[src/inc/commutation_pkg.sv]
// shared constants and carriers for the commutation guard
package commutation_pkg;

  // ****************************************************************
  // register map
  // ****************************************************************
  localparam logic [3:0] ctrl_off = 4'h0;
  localparam logic [3:0] status_off = 4'h4;
  localparam logic [3:0] tach_cfg_off = 4'h8;
  localparam logic [3:0] osc_cfg_off = 4'hC;

  // ctrl register fields
  localparam int ctrl_dir_bit = 0;
  localparam int ctrl_brake_bit = 1;
  localparam int ctrl_coast_bit = 2;
  localparam int ctrl_full_chop_bit = 3;
  localparam int ctrl_fast_bit = 4;
  localparam int ctrl_sel_sw_bit = 5;
  localparam logic [5:0] ctrl_reset_val = 6'h00;

  // ****************************************************************
  // timing
  // ****************************************************************
  localparam int clk_mhz = 250;
  localparam int tach_pulse_ns = 113000;
  localparam int tach_pulse_cycles = (tach_pulse_ns * clk_mhz + 999) / 1000;
  localparam int osc_hz = 20000;
  localparam int osc_half_cycles = (clk_mhz * 1000000) / (2 * osc_hz);

  // ****************************************************************
  // types
  // ****************************************************************
  typedef enum logic [1:0]
  {
    ph_off = 2'b00,
    ph_sink = 2'b01,
    ph_source = 2'b10
  } phase_e;

  // one phase: high and low switch gates, both low is high impedance
  typedef struct packed
  {
    logic hi;
    logic lo;
  } gate_s;

  typedef struct packed
  {
    gate_s a;
    gate_s b;
    gate_s c;
  } bridge_s;

endpackage : commutation_pkg

[src/core/commutation_guard.sv]
// three-phase commutation decoder with direction latch and dead-time guard
//
// Added by the designer: the placing of the registers and the Avalon-MM interface to the registers.
`timescale 1ns/1ps

module commutation_guard #(
  parameter int tach_cycles = commutation_pkg::tach_pulse_cycles,
  parameter int osc_half = commutation_pkg::osc_half_cycles
) (
  // clock, reset, enable
  input wire logic ref_clk,
  input wire logic rst,
  input wire logic clk_en,
  // avalon-mm slave
  input wire logic [3:0] address,
  input wire logic read,
  input wire logic write,
  input wire logic [31:0] writedata,
  output logic [31:0] readdata,
  output logic waitrequest,
  // motor side inputs
  input wire logic position_sensor_first,
  input wire logic position_sensor_second,
  input wire logic position_sensor_third,
  input wire logic dir_in,
  input wire logic speed_fast,
  input wire logic brake_req,
  input wire logic coast_req,
  input wire logic full_chop,
  input wire logic pwm_on,
  // power stage and tach
  output commutation_pkg::bridge_s gates,
  output logic tach_pulse
);

  // ****************************************************************
  // registers and synchronisers
  // ****************************************************************
  logic [5:0] ctrl_r;
  logic [31:0] tach_cfg_r;
  logic [31:0] osc_cfg_r;
  logic [3:0] sync1_r;
  logic [3:0] sync2_r;
  logic [2:0] pos_r;
  logic [2:0] pos_prev_r;
  logic dlatch_r;
  logic stage1_r;
  logic stage2_r;
  logic [31:0] osc_cnt_r;
  logic osc_tick;
  logic [31:0] tach_cnt_r;
  logic init_r;
  logic ack_r;

  // effective controls: pins or software override
  logic dir_eff;
  logic fast_eff;
  logic brake_eff;
  logic coast_eff;
  logic full_eff;
  logic mismatch;
  commutation_pkg::bridge_s gates_nxt;

  // decode one phase state into switch gates
  function automatic commutation_pkg::gate_s phase_gate(
    input commutation_pkg::phase_e st,
    input logic pwm,
    input logic full
  );
    commutation_pkg::gate_s g;
    g.hi = (st == commutation_pkg::ph_source) && (pwm || !full);
    g.lo = (st == commutation_pkg::ph_sink) && pwm;
    return g;
  endfunction : phase_gate

  // sensor code plus direction to per-phase states a,b,c
  function automatic logic [5:0] decode(input logic dir, input logic [2:0] code);
    logic [5:0] r;
    r = {commutation_pkg::ph_off, commutation_pkg::ph_off, commutation_pkg::ph_off};
    if (dir)
    begin
      case (code)
        3'h1: r = {commutation_pkg::ph_off, commutation_pkg::ph_sink,
                   commutation_pkg::ph_source};
        3'h3: r = {commutation_pkg::ph_sink, commutation_pkg::ph_off,
                   commutation_pkg::ph_source};
        3'h2: r = {commutation_pkg::ph_sink, commutation_pkg::ph_source,
                   commutation_pkg::ph_off};
        3'h6: r = {commutation_pkg::ph_off, commutation_pkg::ph_source,
                   commutation_pkg::ph_sink};
        3'h4: r = {commutation_pkg::ph_source, commutation_pkg::ph_off,
                   commutation_pkg::ph_sink};
        3'h5: r = {commutation_pkg::ph_source, commutation_pkg::ph_sink,
                   commutation_pkg::ph_off};
        default: r = 6'h00;
      endcase
    end
    else
    begin
      case (code)
        3'h5: r = {commutation_pkg::ph_sink, commutation_pkg::ph_source,
                   commutation_pkg::ph_off};
        3'h4: r = {commutation_pkg::ph_sink, commutation_pkg::ph_off,
                   commutation_pkg::ph_source};
        3'h6: r = {commutation_pkg::ph_off, commutation_pkg::ph_sink,
                   commutation_pkg::ph_source};
        3'h2: r = {commutation_pkg::ph_source, commutation_pkg::ph_sink,
                   commutation_pkg::ph_off};
        3'h3: r = {commutation_pkg::ph_source, commutation_pkg::ph_off,
                   commutation_pkg::ph_sink};
        3'h1: r = {commutation_pkg::ph_off, commutation_pkg::ph_source,
                   commutation_pkg::ph_sink};
        default: r = 6'h00;
      endcase
    end
    return r;
  endfunction : decode

  // ****************************************************************
  // bus slave
  // ****************************************************************

  // one wait cycle per access, then acknowledge; waitrequest is its own flop
  always_ff @(posedge ref_clk)
  begin
    if (rst)
    begin
      ack_r <= 1'b0;
      waitrequest <= 1'b1;
    end
    else if (clk_en)
    begin
      ack_r <= (read || write) && !ack_r;
      waitrequest <= !((read || write) && !ack_r);
    end
  end

  // register writes
  always_ff @(posedge ref_clk)
  begin
    if (rst)
    begin
      ctrl_r <= commutation_pkg::ctrl_reset_val;
      tach_cfg_r <= 32'(tach_cycles);
      osc_cfg_r <= 32'(osc_half);
    end
    else if (clk_en && write && ack_r)
    begin
      case (address)
        commutation_pkg::ctrl_off: ctrl_r <= writedata[5:0];
        commutation_pkg::tach_cfg_off: tach_cfg_r <= (writedata == 32'h0) ? 32'h1 : writedata;
        commutation_pkg::osc_cfg_off: osc_cfg_r <= (writedata == 32'h0) ? 32'h1 : writedata;
        default: ;
      endcase
    end
  end

  // register reads, unmapped read as zero
  always_ff @(posedge ref_clk)
  begin
    if (rst)
      readdata <= 32'h0;
    else if (clk_en && read && !ack_r)
    begin
      case (address)
        commutation_pkg::ctrl_off: readdata <= {26'h0, ctrl_r};
        commutation_pkg::status_off:
          readdata <= {24'h0, tach_pulse, mismatch, stage2_r, stage1_r, dlatch_r, pos_r};
        commutation_pkg::tach_cfg_off: readdata <= tach_cfg_r;
        commutation_pkg::osc_cfg_off: readdata <= osc_cfg_r;
        default: readdata <= 32'h0;
      endcase
    end
  end

  // control source: pins, or software when selected
  always_comb
  begin
    if (ctrl_r[commutation_pkg::ctrl_sel_sw_bit])
    begin
      dir_eff = ctrl_r[commutation_pkg::ctrl_dir_bit];
      fast_eff = ctrl_r[commutation_pkg::ctrl_fast_bit];
      brake_eff = ctrl_r[commutation_pkg::ctrl_brake_bit];
      coast_eff = ctrl_r[commutation_pkg::ctrl_coast_bit];
      full_eff = ctrl_r[commutation_pkg::ctrl_full_chop_bit];
    end
    else
    begin
      dir_eff = sync2_r[3];
      fast_eff = speed_fast;
      brake_eff = brake_req;
      coast_eff = coast_req;
      full_eff = full_chop;
    end
  end

  // ****************************************************************
  // input synchronisers
  // ****************************************************************
  // kept running through reset so the init cycle sees real pin levels
  always_ff @(posedge ref_clk)
  begin
    if (clk_en)
    begin
      sync1_r <= {dir_in, position_sensor_first, position_sensor_second,
                  position_sensor_third};
      sync2_r <= sync1_r;
    end
  end

  // ****************************************************************
  // position latch and tach pulse
  // ****************************************************************

  // positions follow sensors unless tach pulse holds them
  always_ff @(posedge ref_clk)
  begin
    if (rst)
    begin
      pos_r <= 3'h0;
      pos_prev_r <= 3'h0;
      tach_cnt_r <= 32'h0;
      tach_pulse <= 1'b0;
      init_r <= 1'b1;
    end
    else if (clk_en)
    begin
      init_r <= 1'b0;
      if (!tach_pulse)
        pos_r <= sync2_r[2:0];
      pos_prev_r <= sync2_r[2:0];
      if (tach_pulse)
      begin
        if (tach_cnt_r <= 32'h1)
          tach_pulse <= 1'b0;
        tach_cnt_r <= tach_cnt_r - 32'h1;
      end
      else if (!init_r && sync2_r[2:0] != pos_prev_r)
      begin
        tach_pulse <= 1'b1;
        tach_cnt_r <= tach_cfg_r;
      end
    end
  end

  // ****************************************************************
  // pwm oscillator tick
  // ****************************************************************
  always_ff @(posedge ref_clk)
  begin
    if (rst)
      osc_cnt_r <= 32'h0;
    else if (clk_en)
      osc_cnt_r <= osc_tick ? 32'h0 : osc_cnt_r + 32'h1;
  end

  assign osc_tick = (osc_cnt_r >= (osc_cfg_r << 1) - 32'h1);

  // ****************************************************************
  // direction latch and shift register
  // ****************************************************************
  always_ff @(posedge ref_clk)
  begin
    if (rst)
      dlatch_r <= 1'b0;
    else if (clk_en)
    begin
      if (init_r)
        dlatch_r <= dir_eff;
      else if (!fast_eff)
        dlatch_r <= dir_eff;
      // fast: hold value, below
    end
  end

  // stages step on oscillator ticks only
  always_ff @(posedge ref_clk)
  begin
    if (rst)
    begin
      stage1_r <= 1'b0;
      stage2_r <= 1'b0;
    end
    else if (clk_en)
    begin
      if (init_r)
      begin
        stage1_r <= dir_eff;
        stage2_r <= dir_eff;
      end
      else if (osc_tick)
      begin
        stage1_r <= dlatch_r;
        stage2_r <= stage1_r;
      end
    end
  end

  // latch holds while fast, so its mismatch blanks until slow again or until the direction returns to the latched value
  assign mismatch = (dir_eff != dlatch_r) || (dlatch_r != stage1_r)
                    || (stage1_r != stage2_r);

  // ****************************************************************
  // output drive
  // ****************************************************************
  always_comb
  begin
    logic [5:0] st;
    st = decode(stage2_r, pos_r);
    gates_nxt.a = phase_gate(commutation_pkg::phase_e'(st[5:4]), pwm_on, full_eff);
    gates_nxt.b = phase_gate(commutation_pkg::phase_e'(st[3:2]), pwm_on, full_eff);
    gates_nxt.c = phase_gate(commutation_pkg::phase_e'(st[1:0]), pwm_on, full_eff);
    if (coast_eff || mismatch || init_r)
      gates_nxt = '0;
    else if (brake_eff)
      gates_nxt = {1'b0, 1'b1, 1'b0, 1'b1, 1'b0, 1'b1};
  end

  always_ff @(posedge ref_clk)
  begin
    if (rst)
      gates <= '0;
    else if (clk_en)
      gates <= gates_nxt;
  end

endmodule : commutation_guard

[config.mk]
export PLATFORM = sky130hd
export DESIGN_NAME = commutation_guard
export DESIGN_NICKNAME = d
export VERILOG_FILES = /design/src/inc/commutation_pkg.sv /design/src/core/commutation_guard.sv
export SDC_FILE = /design/constraint.sdc
export NUM_CORES = 1
export LEC_CHECK = 0
export ABC_CLOCK_PERIOD_IN_PS = 11700
export BUFFER_PORTS_ARGS = -buffer_cell sky130_fd_sc_hd__buf_2
export CAP_MARGIN = 20
export CORE_AREA = 4 4 152 110
export CTS_BUF_LIST = sky130_fd_sc_hd__clkbuf_8
export DETAILED_ROUTE_END_ITERATION = 8
export DIE_AREA = 0 0 156 114
export HOLD_SLACK_MARGIN = 0.12
export PLACE_DENSITY = 0.91
export SYNTH_ARGS = -nofsm -noshare
export SYNTH_HDL_FRONTEND = slang
export SYNTH_SLANG_ARGS = --single-unit
[constraint.sdc]
create_clock -name ref_clk -period 11.7 [get_ports ref_clk]
set_clock_uncertainty 0.1 [all_clocks]
set_input_delay 1.17 -clock ref_clk [delete_from_list [all_inputs] [get_ports ref_clk]]
set_output_delay 1.17 -clock ref_clk [all_outputs]
set_load 0.01 [all_outputs]
After elaboration in Yosys (flattened, before gate mapping)
Index checks and enable logic that the tools add are counted.
- flip-flop bits (word level): 193
- output and inout bits: 40
- add/sub/neg operators: 3
- $lt $le $gt $ge: 2
- equal/unequal tests: 20
- mux-type cells: 24
- bitwise logic cells: 1
- reduce and logical (&&, ||, !) cells: 33
- operators by type and width (kind ; number):
    $mux W32 ; 4
    $pmux W32 S4 ; 1
    $pmux W6 S6 ; 2
    $sub A32 B1 Y32 const B ; 2
    $add A32 B1 Y32 const B ; 1
    $ge A32 B32 Y1 ; 1
    $le A32 B1 Y1 const B ; 1
    $logic_not A32 Y1 ; 1
    $mux W6 ; 3
    $mux W1 ; 14
    $reduce_and A2 Y1 ; 7
    $logic_and A1 B1 Y1 ; 12
    $eq A3 B3 Y1 const B ; 3
    $eq A4 B4 Y1 const B ; 2
    $eq A2 B1 Y1 const B ; 3
    $eq A2 B2 Y1 const B ; 3
    $eq A3 B2 Y1 const B ; 2
    $logic_or A1 B1 Y1 ; 6
    $eq A4 B3 Y1 const B ; 1
    $logic_not A1 Y1 ; 4
    $logic_not A4 Y1 ; 1
    $reduce_bool A2 Y1 ; 2
    $eq A3 B1 Y1 const B ; 1
    $ne A1 B1 Y1 ; 3
    3 further kinds ; 3

Depth between registers and ports, before layout
- depth in word-level cells: 7
- depth in mapped cells: 17
- mapped depth without buffers: 15

Least setup slack after synthesis
OpenSTA, ideal clock, no wires.
- path type: flip-flop to flip-flop
- start point: register osc_cfg_r[2]
- end point: register osc_cnt_r[12]
- arrival time: 4.513 ns
- data required time: 11.468 ns
- slack: 6.956 ns
- stages on the path, launching flop included: 16
- buffers on the path: 3
- period minus slack after synthesis: 4.744 ns
- cell sequence: dfxtp_1 or4_1 clkbuf_1 or4_1 or3b_1 nor4_1 nand3b_1 xor2_1 ha_1 nand4_1 or4_1 a31oi_1 o21a_1 clkbuf_1 clkbuf_1 nor3_1
- cells in the longest elaborated chain, start to end: 3
- RTL lines (item ; RTL line ; source):
    from (decl) ; commutation_guard.sv:41 ; logic [31:0] osc_cfg_r;
    from (signal assigned) ; commutation_guard.sv:145 ; osc_cfg_r <= 32'(osc_half);
    from (signal assigned) ; commutation_guard.sv:152 ; commutation_pkg::osc_cfg_off: osc_cfg_r <= (writedata == 32'h0) ? 32'h1 : writedata;
    $sub A32 B1 Y32 ; commutation_guard.sv:257 ; assign osc_tick = (osc_cnt_r >= (osc_cfg_r << 1) - 32'h1);
    $ge A32 B32 Y1 ; commutation_guard.sv:257 ;
    $mux W32 ; commutation_guard.sv:254 ; osc_cnt_r <= osc_tick ? 32'h0 : osc_cnt_r + 32'h1;
    to (signal assigned) ; commutation_guard.sv:254 ;
    to (decl) ; commutation_guard.sv:49 ; logic [31:0] osc_cnt_r;
No other way between the ends.
A chain may end at the register's enable or synchronous reset.

Worst setup path after layout
- start point: register osc_cfg_r[2]
- end point: register osc_cnt_r[20]
Same word-level chain as after synthesis.

==> impl_metrics.toml <==
[status]
status = "finished, final reports clean"

[die]
chipWidth_um = 156
die-area_um2 = 17800
num_io_pins = 90
die_h_um = 114
initial_core_util_pct = 64.1
rows = 38
placeableCoreArea_um2 = 15300

[detailed_routing]
first_iter_violations = 1186
vias_per_cell = 6.35
routedWlPerCell_um = 18.0
num_vias = 9314
drc_errors = 0
routed_wl_um = 26400
drtPass1Iterations = 6
antenna_left = 0

[worst_setup_path]
setup.worst_path.start = "osc_cfg_r[2]"
end_kind = "flop"
crit_type = "reg -> reg"
r2r-start = "osc_cfg_r[2]"
max_stage_delay_ps = 860
critPathBufInv = 0
cp_data_required_time_ps = 11930
cp_max_fo = 28
start_kind = "flop"
cp_slowest_cell = "o21a_1"
cp_cell_sequence = "or4_1 > nor4_1 > nand3b_1 > nor4_1 > nand2_1 > xor2_1 > ha_1 > nand4_1 > or4_1 > a31oi_1 > o21a_1 > nor3_1"
critical_path_arrival_ps = 5950
critical-path-top-delay-family = "simple AND/OR/NAND/NOR gates"

[place]
place_area_um2 = 10300
place.detailed.hpwl_um = 18100
routabilityCongestion = 0.894
placedCellCount = 1434
io_buffers = 89

[power_and_ir_drop]
ir_drop_v = 0.0000841
power.share.switching_pct = 28.2
power_frac_comb_pct = 11.2
power.density_nw_per_um2 = 121
leakage_uw = 0.00398
clockPowerShare_pct = 35.4
finalPower_uw = 1290
p_int_uw = 927
netSwitchingPower_uw = 364
seqPwrFrac_pct = 53.4

[logic_synthesis]
synthSimpleGateAreaFrac_pct = 26.0
synth_cell_types = 57
synth_cells = 1213
synth_nets = 1298
synth_edf_count = 8
syn_area_um2 = 9780
synth_fa_ha_area_share_pct = 4.48
synth_xor_area_share_pct = 5.29
synth-seq-area-share_pct = 40.3
muxShareOfSynthArea_pct = 3.30
avgSynthCellArea_um2 = 8.06
synth_compound_area_share_pct = 16.8
synthFlopType = "dfxtp_1"
ys_ff_latch = 193
synth_top_family_by_area = "simple AND/OR/NAND/NOR gates"
synthArstFlopShare_pct = 0
ys_warn_count = 0

[sta]
timing_hold_violations_final = 0
rsz0062_at_grt = "false"
max_freq_mhz = 175
worst_pin_slew_ps = 1100
setup_viol = 0
setup_tns_ps = 0
fin_crit_ps = 5720
slew_headroom_pct = 26.8
drv_slew = 0
period_share_pct = 48.9

[global_route]
groute.usage.overall_pct = 29.3
grt_max_degree = 107
grt_overflow = 0
grt_pass1_wl_um = 42200
first_global_vias = 8489
antenna_found_initial = 1

[clock_network]
insertion_delay_ps = 500
cts_tree = "done"
clock_path_buffers = 2
ctsHoldBuffers = 0
cts_root_buffer = "clkbuf_8"
cts.sinks = 193
cts-buffers-inserted = 17
cts_max_level = 4
cts_setup_buffers = 0
cts-resized-gates = 0
path_clk_slew_ps = 100

[cells_and_area]
n_fill_cell = 1179
drive_above_1_share_pct = 11.8
utilization_pct = 70.2
n_antenna_cell = 0
fin_nets = 1339
areaGrowthSynthToFinish_pct = 9.52
final_cell_mix = "185 x dfxtp_1, 174 x nand2_1, 132 x nor2_1"
design_area_um2 = 10700
final_common_cell = "dfxtp_1"
fin_cells = 1467

[min_path]
worst_hold_path_type = "reg -> reg"
hold_start = "sync1_r[3]"

[run]
cap_violations = 0
[cell usage after synthesis (15+ instances only)]
cell type / n / area [um^2]
nand4_1: 20 / 125
clkbuf_1: 78 / 293
nand2_1: 174 / 653
and3_1: 15 / 93.8
mux2i_1: 30 / 300
nor3_1: 61 / 305
nand3b_1: 17 / 128
ha_1: 35 / 438
nor4_1: 26 / 163
dfxtp_1: 185 / 3700
xor2_1: 33 / 289
xnor2_1: 26 / 228
or4_1: 16 / 120
a22oi_1: 51 / 383
or3_1: 15 / 93.8
nor2_1: 132 / 495
nand3_1: 17 / 85.1
a21oi_1: 127 / 636
o21ai_0: 22 / 110
[through the flow]
stage | hold WS (ps) | setup slack (ps)
2_1_floorplan | 300 | 6960
3_3_place_gp | 302 | 6420
3_5_place_dp | 311 | 6150
4_1_cts | 334 | 6120
5_1_grt | 343 | 5540
6_report | 332 | 5980
[cell families (layout without fill, tap and decap cells)]
logic type,after synthesis,after routing
adders and majority gates,35,35
and+or+nand+nor,533,533
AOI/OAI and AO/OA,268,268
xor gates and xnor gates,59,59
buffers and inverters,93,147
DFF,193,193
muxes,32,32
[sequential cells by signal, summed over array words and instances, names as in the netlist]
name and count:
pos_r 3, ctrl_r 6, dlatch_r 1, stage1_r 1, gates 6, osc_cfg_r 32, sync2_r 4, sync1_r 4
tach_cnt_r 32, waitrequest 1, readdata 32, tach_pulse 1, ack_r 1, stage2_r 1, init_r 1, osc_cnt_r 32
tach_cfg_r 32, pos_prev_r 3
[worst register-to-register path, cell delays in order, from the launching register on]
cell      delay, ps
dfxtp_1         380
or4_1           650
nor4_1          770
nand3b_1        210
nor4_1          520
nand2_1         140
xor2_1          180
ha_1            320
nand4_1         210
or4_1           600
a31oi_1         490
o21a_1          860
nor3_1          140
[area by class of cell]
class	instances	area [um^2]	area share (%)
clock buffer	18	248	2.31
clock inverter	14	161	1.51
inverter	12	45.0	0.421
multi-input combinational	927	5490	51.2
sequential	193	3940	36.8
tap	200	250	2.34
timing repair buffer	103	573	5.35
[final timing paths]
check                  endpoint  cells past startpoint  slack (ps)
setup reg to reg  osc_cnt_r[20]                     12        5980
hold / removal       sync2_r[3]                      0         330
setup / recovery  osc_cnt_r[20]                     12        5980
hold reg to reg      sync2_r[3]                      0         330
[metal layers]
metal  track usage (%)  vias up  share of wire, %
met5                 0        -             0.030
met4              9.91        2               2.2
met3              7.47       51                11
met2              44.4      483                43
met1              40.9     4353                43
li1                  -     4425                 -
[power by group through the flow]
| stage | sequential, uW | clock, uW | combinational, uW |
|---|---|---|---|
| after detailed placement | 704 | 0 | 138 |
| final | 690 | 457 | 144 |
| after global placement | 703 | 0 | 134 |
| after floorplan | 700 | 0 | 102 |
| after global routing | 692 | 485 | 157 |
| after CTS | 689 | 458 | 139 |
No activity file was read; power rests on OpenSTA's default activity.
